### config.mk
export PLATFORM = sky130hd
export DESIGN_NAME = trp_result_path
export DESIGN_NICKNAME = d
export VERILOG_FILES = /design/src/rtl/trp_avg.v /design/src/rtl/trp_result_path.v
export VERILOG_INCLUDE_DIRS = /design/src /design/src/rtl
export SDC_FILE = /design/constraint.sdc
export NUM_CORES = 1
export LEC_CHECK = 0
export ABC_AREA = 1
export ABC_CLOCK_PERIOD_IN_PS = 18600
export BUFFER_PORTS_ARGS = -buffer_cell sky130_fd_sc_hd__buf_2
export CAP_MARGIN = 5
export CORE_MARGIN = 5
export CORE_UTILIZATION = 30
export CTS_CLUSTER_DIAMETER = 60
export CTS_CLUSTER_SIZE = 16
export DETAILED_ROUTE_END_ITERATION = 12
export PLACE_DENSITY_LB_ADDON = 0.15
export SYNTH_ARGS = -nofsm -noshare
export SYNTH_HDL_FRONTEND = slang
export SYNTH_SLANG_ARGS = --single-unit
### constraint.sdc
create_clock -name clk -period 18.6 [get_ports clk]
set_input_delay 0.93 -clock clk [delete_from_list [all_inputs] [get_ports clk]]
set_output_delay 0.93 -clock clk [all_outputs]
set_load 0.02 [all_outputs]
### src/rtl/trp_defs.vh
// Constants shared by the temperature result path.
// Assumes inclusion by bare name from the design files; definitions only.
//
// Notes on behaviour
// - Remote reading steps bias base/N1, then base/N2, combining both voltage differences.
// - At slow conversion rates each result is the mean of 16 measurement cycles.
// - At 16, 32 and 64 conversions per second averaging is bypassed.
// - Local result, whole degrees, is read at address 0x00.
// - Remote whole byte sits at 0x01, fraction byte at 0x10.
// - Fraction byte: bit 7 is one half, bit 6 one quarter, rest zero.
// - Reading the fraction byte freezes remote result until whole byte is read.
// - After reset both channels use the 0 to 127 degree range.
// - Configuration bit 2 set selects -64 to 191 degrees; clear selects default.
// - A range change applies from the next measurement result onward.
// - A shorted remote diode leaves the last good remote result in place.
// - Default range stores plain unsigned binary degrees.
// - Extended range stores temperature plus 64 degrees.
// - Each new result is compared with its high and low limits.
// - Conversions alternate between local sensor and remote diode.
// - Conversion rate setting resets to code 0x08, sixteen per second.
// - Default range clamps below zero to 0 and above 127 to 127.
// - Range changes never touch limit values; only later results change format.
`ifndef TRP_DEFS_VH
`define TRP_DEFS_VH

`define TRP_ADDR_LOCAL 8'h00
`define TRP_ADDR_REM_WHOLE 8'h01
`define TRP_ADDR_CFG_RD 8'h03
`define TRP_ADDR_RATE_RD 8'h04
`define TRP_ADDR_CFG_WR 8'h09
`define TRP_ADDR_RATE_WR 8'h0a
`define TRP_ADDR_REM_FRAC 8'h10

`define TRP_CFG_RESET 8'h00
`define TRP_CFG_RANGE_BIT 2
`define TRP_CFG_STANDBY_BIT 6
`define TRP_CFG_USED_MASK 8'he4
`define TRP_RATE_RESET 4'h8
`define TRP_RATE_NOAVG_MIN 4'h8
`define TRP_RATE_MAX 4'ha

`define TRP_BIAS_BASE 2'h0
`define TRP_BIAS_N1 2'h1
`define TRP_BIAS_N2 2'h2
`define TRP_CHAN_LOCAL 1'b0
`define TRP_CHAN_REMOTE 1'b1

// Temperatures in quarter degrees
`define TRP_EXT_OFFSET_Q 13'h0100
`define TRP_BIN_MAX_Q 13'h01ff
`define TRP_EXT_MAX_Q 13'h03ff
`define TRP_AVG_LOG 4

// Slowest conversion period (16000 ms) and clock rate in MHz
`define TRP_SLOWEST_PERIOD_MS 32'h0000_3e80
`define TRP_CLK_MHZ 32'h0000_0064
`define TRP_CONV_BASE_CYCLES (`TRP_SLOWEST_PERIOD_MS * 32'h0000_03e8 * `TRP_CLK_MHZ)

`endif

### src/rtl/trp_avg.v
// Sliding sixteen-sample mean of quarter-degree readings, with bypass.
// Assumes one clock and a synchronous active-low reset copy from the top.
`timescale 1ns/1ps
`include "trp_defs.vh"

module trp_avg #(
    parameter W = 12,
    parameter LOG = `TRP_AVG_LOG
) (
    input wire clk,
    input wire rst_n,
    input wire in_valid,
    input wire signed [W-1:0] in_data,
    input wire bypass,
    output reg out_valid,
    output reg signed [W-1:0] out_data
);
    localparam DEPTH = 1 << LOG;

    reg signed [W-1:0] window [0:DEPTH-1];
    reg [LOG-1:0] ptr;
    reg signed [W+LOG-1:0] sum;
    wire signed [W+LOG-1:0] next_sum;
    wire signed [W+LOG-1:0] in_ext;
    wire signed [W+LOG-1:0] old_ext;
    integer i;

    // Sign-extend both readings to the sum width before adding
    assign in_ext = {{LOG{in_data[W-1]}}, in_data};
    assign old_ext = {{LOG{window[ptr][W-1]}}, window[ptr]};

    // Running sum: add newest, drop the oldest it replaces
    assign next_sum = sum + in_ext - old_ext;

    always @(posedge clk or negedge rst_n) begin
        if (!rst_n) begin
            ptr <= {LOG{1'b0}};
            sum <= {(W+LOG){1'b0}};
            out_valid <= 1'b0;
            out_data <= {W{1'b0}};
            for (i = 0; i < DEPTH; i = i + 1) begin
                window[i] <= {W{1'b0}};
            end
        end else begin
            out_valid <= in_valid;
            if (in_valid) begin
                window[ptr] <= in_data;
                ptr <= ptr + 1'b1;
                sum <= next_sum;
                if (bypass) begin
                    out_data <= in_data;
                end else begin
                    out_data <= next_sum[W+LOG-1:LOG];
                end
            end
        end
    end
endmodule

### src/rtl/trp_result_path.v
// Temperature result path: conversion timing, bias sequencing, averaging,
// range formatting, result registers with remote read lock, limit compare.
// Assumes a digital front end on the same clock that answers each start
// with one adc_valid pulse, and a serial slave that issues rd/wr strobes.
`timescale 1ns/1ps
`include "trp_defs.vh"

module trp_result_path #(
    parameter [31:0] CONV_BASE_CYCLES = `TRP_CONV_BASE_CYCLES,
    parameter W = 12,
    parameter signed [7:0] GAIN1 = 8'sh02,
    parameter signed [7:0] GAIN2 = 8'sh01,
    parameter SHIFT = 0
) (
    input wire clk,
    input wire rstn,
    input wire rd_en,
    input wire [7:0] rd_addr,
    output reg [7:0] rd_data,
    input wire wr_en,
    input wire [7:0] wr_addr,
    input wire [7:0] wr_data,
    input wire [7:0] local_high_limit,
    input wire [7:0] local_low_limit,
    input wire [7:0] remote_high_limit,
    input wire [7:0] remote_low_limit,
    output reg adc_start,
    output reg adc_chan,
    output reg [1:0] bias_sel,
    input wire adc_valid,
    input wire signed [W-1:0] adc_sample,
    input wire adc_short,
    output reg local_high_flag,
    output reg local_low_flag,
    output reg remote_high_flag,
    output reg remote_low_flag
);
    localparam S_IDLE = 3'h0;
    localparam S_LOCAL = 3'h1;
    localparam S_RB1 = 3'h2;
    localparam S_RN1 = 3'h3;
    localparam S_RB2 = 3'h4;
    localparam S_RN2 = 3'h5;
    localparam signed [W:0] EXT_OFF = `TRP_EXT_OFFSET_Q;
    localparam signed [W:0] BIN_MAXQ = `TRP_BIN_MAX_Q;
    localparam signed [W:0] EXT_MAXQ = `TRP_EXT_MAX_Q;

    // Clamp and encode a quarter-degree reading as {whole, two fraction bits}
    function [9:0] fmt;
        input signed [W-1:0] q;
        input ext;
        reg signed [W:0] t;
        reg signed [W:0] maxq;
        begin
            t = {q[W-1], q};
            maxq = BIN_MAXQ;
            if (ext) begin
                t = t + EXT_OFF;
                maxq = EXT_MAXQ;
            end
            if (t[W]) begin
                fmt = 10'h000;
            end else if (t > maxq) begin
                fmt = {maxq[9:2], 2'b00};
            end else begin
                fmt = t[9:0];
            end
        end
    endfunction

    reg rst_meta;
    reg rst_sync;
    reg [7:0] cfg;
    reg [3:0] rate;
    reg [31:0] tick_cnt;
    reg tick;
    reg [2:0] state;
    reg signed [W-1:0] v_base1;
    reg signed [W-1:0] v_base2;
    reg signed [W:0] dv1;
    reg short_seen;
    reg loc_push;
    reg rem_push;
    reg signed [W-1:0] loc_q;
    reg signed [W-1:0] rem_q;
    reg [7:0] local_temperature_result;
    reg [7:0] remote_temperature_whole_byte;
    reg [7:0] remote_temperature_fraction_byte;
    reg remote_lock;

    wire range_ext = cfg[`TRP_CFG_RANGE_BIT];
    wire standby = cfg[`TRP_CFG_STANDBY_BIT];
    wire bypass = (rate >= `TRP_RATE_NOAVG_MIN);
    wire [3:0] rate_eff = (rate > `TRP_RATE_MAX) ? `TRP_RATE_MAX : rate;
    wire [31:0] period = CONV_BASE_CYCLES >> rate_eff;
    wire signed [W:0] dv2 = {adc_sample[W-1], adc_sample} - {v_base2[W-1], v_base2};
    wire signed [W+9:0] gain1_x = {{(W+2){GAIN1[7]}}, GAIN1};
    wire signed [W+9:0] gain2_x = {{(W+2){GAIN2[7]}}, GAIN2};
    wire signed [W+9:0] dv1_x = {{9{dv1[W]}}, dv1};
    wire signed [W+9:0] dv2_x = {{9{dv2[W]}}, dv2};
    wire signed [W+9:0] combo = gain1_x * dv1_x - gain2_x * dv2_x;
    wire signed [W+9:0] combo_sh = combo >>> SHIFT;
    wire loc_avg_valid;
    wire signed [W-1:0] loc_avg;
    wire rem_avg_valid;
    wire signed [W-1:0] rem_avg;
    wire [9:0] loc_fmt = fmt(loc_avg, range_ext);
    wire [9:0] rem_fmt = fmt(rem_avg, range_ext);

    always @(posedge clk or negedge rstn) begin
        if (!rstn) begin
            rst_meta <= 1'b0;
            rst_sync <= 1'b0;
        end else begin
            rst_meta <= 1'b1;
            rst_sync <= rst_meta;
        end
    end

    // Configuration and rate registers
    always @(posedge clk or negedge rst_sync) begin
        if (!rst_sync) begin
            cfg <= `TRP_CFG_RESET;
            rate <= `TRP_RATE_RESET;
        end else if (wr_en) begin
            if (wr_addr == `TRP_ADDR_CFG_WR) begin
                cfg <= wr_data & `TRP_CFG_USED_MASK;
            end
            if (wr_addr == `TRP_ADDR_RATE_WR) begin
                rate <= wr_data[3:0];
            end
        end
    end

    // Conversion period timer; cleared to zero while in standby
    always @(posedge clk or negedge rst_sync) begin
        if (!rst_sync) begin
            tick_cnt <= 32'h0000_0000;
            tick <= 1'b0;
        end else begin
            tick <= 1'b0;
            if (standby) begin
                tick_cnt <= 32'h0000_0000;
            end else if (tick_cnt == 32'h0000_0000) begin
                tick <= 1'b1;
                tick_cnt <= (period == 32'h0000_0000) ? 32'h0000_0000 : period - 1'b1;
            end else begin
                tick_cnt <= tick_cnt - 1'b1;
            end
        end
    end

    // Measurement sequencer: local first, then the four remote bias steps
    always @(posedge clk or negedge rst_sync) begin
        if (!rst_sync) begin
            state <= S_IDLE;
            adc_start <= 1'b0;
            adc_chan <= `TRP_CHAN_LOCAL;
            bias_sel <= `TRP_BIAS_BASE;
            v_base1 <= {W{1'b0}};
            v_base2 <= {W{1'b0}};
            dv1 <= {(W+1){1'b0}};
            short_seen <= 1'b0;
            loc_push <= 1'b0;
            rem_push <= 1'b0;
            loc_q <= {W{1'b0}};
            rem_q <= {W{1'b0}};
        end else begin
            adc_start <= 1'b0;
            loc_push <= 1'b0;
            rem_push <= 1'b0;
            case (state)
                S_IDLE: begin
                    if (tick) begin
                        state <= S_LOCAL;
                        adc_start <= 1'b1;
                        adc_chan <= `TRP_CHAN_LOCAL;
                        bias_sel <= `TRP_BIAS_BASE;
                    end
                end
                S_LOCAL: begin
                    if (adc_valid) begin
                        loc_push <= 1'b1;
                        loc_q <= adc_sample;
                        state <= S_RB1;
                        adc_start <= 1'b1;
                        adc_chan <= `TRP_CHAN_REMOTE;
                        bias_sel <= `TRP_BIAS_BASE;
                        short_seen <= 1'b0;
                    end
                end
                S_RB1: begin
                    if (adc_valid) begin
                        v_base1 <= adc_sample;
                        short_seen <= short_seen | adc_short;
                        state <= S_RN1;
                        adc_start <= 1'b1;
                        bias_sel <= `TRP_BIAS_N1;
                    end
                end
                S_RN1: begin
                    if (adc_valid) begin
                        dv1 <= {adc_sample[W-1], adc_sample} - {v_base1[W-1], v_base1};
                        short_seen <= short_seen | adc_short;
                        state <= S_RB2;
                        adc_start <= 1'b1;
                        bias_sel <= `TRP_BIAS_BASE;
                    end
                end
                S_RB2: begin
                    if (adc_valid) begin
                        v_base2 <= adc_sample;
                        short_seen <= short_seen | adc_short;
                        state <= S_RN2;
                        adc_start <= 1'b1;
                        bias_sel <= `TRP_BIAS_N2;
                    end
                end
                S_RN2: begin
                    if (adc_valid) begin
                        // Faulty diode readings never enter the average
                        rem_push <= ~(short_seen | adc_short);
                        rem_q <= combo_sh[W-1:0];
                        state <= S_IDLE;
                        bias_sel <= `TRP_BIAS_BASE;
                    end
                end
                default: begin
                    state <= S_IDLE;
                end
            endcase
        end
    end

    trp_avg #(
        .W(W),
        .LOG(`TRP_AVG_LOG)
    ) u_avg_local (
        .clk(clk),
        .rst_n(rst_sync),
        .in_valid(loc_push),
        .in_data(loc_q),
        .bypass(bypass),
        .out_valid(loc_avg_valid),
        .out_data(loc_avg)
    );

    trp_avg #(
        .W(W),
        .LOG(`TRP_AVG_LOG)
    ) u_avg_remote (
        .clk(clk),
        .rst_n(rst_sync),
        .in_valid(rem_push),
        .in_data(rem_q),
        .bypass(bypass),
        .out_valid(rem_avg_valid),
        .out_data(rem_avg)
    );

    // Result registers, remote lock and limit compare
    always @(posedge clk or negedge rst_sync) begin
        if (!rst_sync) begin
            local_temperature_result <= 8'h00;
            remote_temperature_whole_byte <= 8'h00;
            remote_temperature_fraction_byte <= 8'h00;
            remote_lock <= 1'b0;
            local_high_flag <= 1'b0;
            local_low_flag <= 1'b0;
            remote_high_flag <= 1'b0;
            remote_low_flag <= 1'b0;
        end else begin
            if (loc_avg_valid) begin
                // Format follows the range bit at the moment the result lands
                local_temperature_result <= loc_fmt[9:2];
                local_high_flag <= (loc_fmt[9:2] > local_high_limit);
                local_low_flag <= (loc_fmt[9:2] < local_low_limit);
            end
            if (rem_avg_valid) begin
                if (!remote_lock) begin
                    remote_temperature_whole_byte <= rem_fmt[9:2];
                    remote_temperature_fraction_byte <= {rem_fmt[1:0], 6'h00};
                end
                remote_high_flag <= (rem_fmt[9:2] > remote_high_limit);
                remote_low_flag <= (rem_fmt[9:2] < remote_low_limit);
            end
            if (rd_en && rd_addr == `TRP_ADDR_REM_FRAC) begin
                remote_lock <= 1'b1;
            end else if (rd_en && rd_addr == `TRP_ADDR_REM_WHOLE) begin
                remote_lock <= 1'b0;
            end
        end
    end

    // Read port, one cycle after the strobe
    always @(posedge clk or negedge rst_sync) begin
        if (!rst_sync) begin
            rd_data <= 8'h00;
        end else if (rd_en) begin
            case (rd_addr)
                `TRP_ADDR_LOCAL: rd_data <= local_temperature_result;
                `TRP_ADDR_REM_WHOLE: rd_data <= remote_temperature_whole_byte;
                `TRP_ADDR_REM_FRAC: rd_data <= remote_temperature_fraction_byte;
                `TRP_ADDR_CFG_RD: rd_data <= cfg;
                `TRP_ADDR_RATE_RD: rd_data <= {4'h0, rate};
                default: rd_data <= 8'h00;
            endcase
        end
    end
endmodule

==> flow_summary.toml <==
[cts]
post_cts_buffers = 0
root_buffer = "clkbuf_16"
numCtsBuffers = 69
postCtsHoldBufs = 0
ctsResizeCount = 0
clk_pin_slew_ns = 0.06
cts_tree = "yes"
worst_skew_pair.late_latency_ns = 0.64
clockBufferDepth = 3
cts_sinks = 590
cts_max_level = 3

[synth]
syn_inst = 3834
synth_edf_count = 0
yosys_warnings = 0
async_reset_ff_frac = 1.00
ys_seq_elements = 590
synthesis.area_sq_mm = 0.0309
avgSynthCellArea_sq_um = 8.05
synth_flop_cell = "dfrtp_1"
yosysSeqAreaShare = 0.478
ys_types = 59

[detailed_routing]
via_per_inst = 4.72
ant_nets = 0
via_count = 24900
drc = 0
first_pass_iters = 5
wl_per_cell_microns = 17.2
drt_wl_total_mm = 90.4
drtIter0Drc = 1525

[sta]
max_freq_mhz = 201
skew_ns = 0.0422
finalCriticalPeriod_ns = 4.98
finalCritPeriodShare = 0.268
finalSetupViolCount = 0
drv_slew = 0
rsz0062_at_grt = "false"
max-slew-margin-rel = 0.282
setup_tns_ns = 0
hold_viol_final = 0
worst_slew_pin_slew_ns = 1.07

[setup_path]
crit_type = "reg2reg"
crit_arrival_ns = 5.47
end_kind = "flop"
required_ns = 19.09
r2r_slack_ns = 13.62
worst_setup_path_start_kind = "flop"
worstPathMaxFanout = 57

[grt]
grt_max_degree = 125
grt_pass1_wl_mm = 145
grtUsageTotal = 0.167
antenna_found_initial = 1
overflow = 0
grt_pass1_vias = 24700

[placement]
io_buffers = 88
place_congestion = 0.837
dp_hpwl_mm = 60.4
dp.cells = 5138

[floorplanning]
rows = 117
die_w_microns = 331
core_area_sq_mm = 0.102
die_h_microns = 331
start_util = 0.302
die_area_sq_mm = 0.109
ios = 90

[pwr]
finalPower_mw = 7.00
p_per_area_mw_per_mm2 = 199
p_leak_nw = 17.0
peakVddDrop_uv = 116

[cells_and_area]
area_delta_synth_final_pct = 13.8
layout-drive-gt1-share = 0.0808
n_antenna_cell = 0
fin_cells = 5265
nNetsFinal = 4055
nFillCells = 10900
utilization = 0.344

[worst_hold_path]
hp-class = "in2async"

[run]
drv_cap = 0

[run_status]
status = "finished clean"
cells in the mapped netlist (42+ instances only):
library cell,instances,area share
nand2_1,880,0.11
fa_1,42,0.027
a21oi_1,177,0.029
o21ai_0,703,0.11
inv_1,428,0.052
nor2_1,308,0.037
dfrtp_1,589,0.48
ha_1,98,0.040
nand3_1,73,0.012
xor2_1,42,0.012
clkbuf_1,177,0.022
o22ai_1,84,0.017
metal layers:
| layer | GRT usage | vias to the layer above | share of wire |
|---|---|---|---|
| met5 | 0 | - | 0.000077 |
| li1 | - | 12500 | - |
| met1 | 0.241 | 11800 | 0.50 |
| met2 | 0.264 | 414 | 0.44 |
| met3 | 0.0238 | 120 | 0.037 |
| met4 | 0.0434 | 2 | 0.025 |
path summary, 6_finish.rpt:
kind	start	to	cells past startpoint
min in group clk	rst_meta$_DFF_PN0_	rst_sync$_DFF_PN0_	0
min	rstn	rst_sync$_DFF_PN0_	1
max reg2reg	u_avg_remote.ptr[0]$_DFFE_PN0P_	u_avg_remote.out_data[8]$_DFFE_PN0P_	24
max	u_avg_remote.ptr[0]$_DFFE_PN0P_	u_avg_remote.out_data[8]$_DFFE_PN0P_	24
max in group asynchronous	rst_sync$_DFF_PN0_	u_avg_local.window[165]$_DFFE_PN0P_	2
min reg2reg	rst_meta$_DFF_PN0_	rst_sync$_DFF_PN0_	0
worst max-delay path, stage by stage (launching register included):
cell,delay [ns]
dfrtp_2,0.38
buf_4,0.29
inv_2,0.09
buf_4,0.42
buf_4,0.59
a21oi_1,0.14
o21ai_0,0.10
nand2_1,0.15
nand2_1,0.15
nand4_1,0.22
fa_1,0.54
inv_1,0.04
ha_1,0.35
a21oi_1,0.15
nand2_1,0.10
a21oi_1,0.36
inv_1,0.11
nand2_1,0.07
nand2_1,0.07
nand2_1,0.09
nand2_1,0.05
nand2_1,0.08
nand3_1,0.07
nand2_1,0.07
nand2_1,0.04
per-stage QoR:
step | worst slack [ns] | hold WS (ns) | cell area, sq um
after global routing | 13.16 | 0.0522 | 35100
after detailed placement | 13.59 | 0.339 | 32600
final | 13.62 | 0.0913 | 35100
after global placement | 13.59 | 0.335 | 32600
after floorplan | 0.939 | 0.331 | 30900
after CTS | 13.57 | 0.0431 | 35100
registers in the layout, indices dropped and copies added, names as in the netlist, 10 cells and up:
register	flops
dv1	11
loc_q	12
rem_q	12
tick_cnt	32
u_avg_local.out_data	10
u_avg_local.sum	16
u_avg_local.window	192
u_avg_remote.out_data	12
u_avg_remote.sum	16
u_avg_remote.window	192
v_base1	11
v_base2	12
where the power goes:
group          total, mW  leakage (nW)  switching [mW]  internal [mW]
combinational       3.64          8.04            2.39           1.25
clock               1.49          1.22           0.622          0.865
sequential          1.87          7.71           0.232           1.64
total               7.00          17.0            3.25           3.75
cell usage in the layout, fill, tap and decap left out, drive strengths merged, types with 7 or more instances in the layout:
master,n
nor2,324
ha,98
buf,131
dfrtp,589
o211ai,9
o21ai,717
nand2,889
xnor2,14
mux2,7
inv,458
xor2,42
a21oi,178
nor4,8
nor3,23
clkinv,12
bufinv,7
nand4,38
fa,42
clkbuf,84
a31oi,11
nand3,74
o22ai,84
final cells by class:
class / count / area (sq um) / share of cell area
sequential: 590 / 14800 / 0.421
multi-input combinational: 2611 / 13700 / 0.390
clock buffer: 84 / 1930 / 0.0549
tap: 1368 / 1710 / 0.0488
inverter: 438 / 1640 / 0.0468
timing repair buffer: 131 / 776 / 0.0221
clock inverter: 43 / 582 / 0.0166
kinds of logic after synthesis:
group,after synthesis,share of synthesized area
other,1,0.000122
buffers and inverters,635,0.0781
AOI/OAI and AO/OA,1042,0.178
xor gates and xnor gates,56,0.0159
and+or+nand+nor,1363,0.180
DFF,590,0.478
adders and majority gates,140,0.0670
muxes,7,0.00255
No activity file was read; power rests on OpenSTA's default activity.
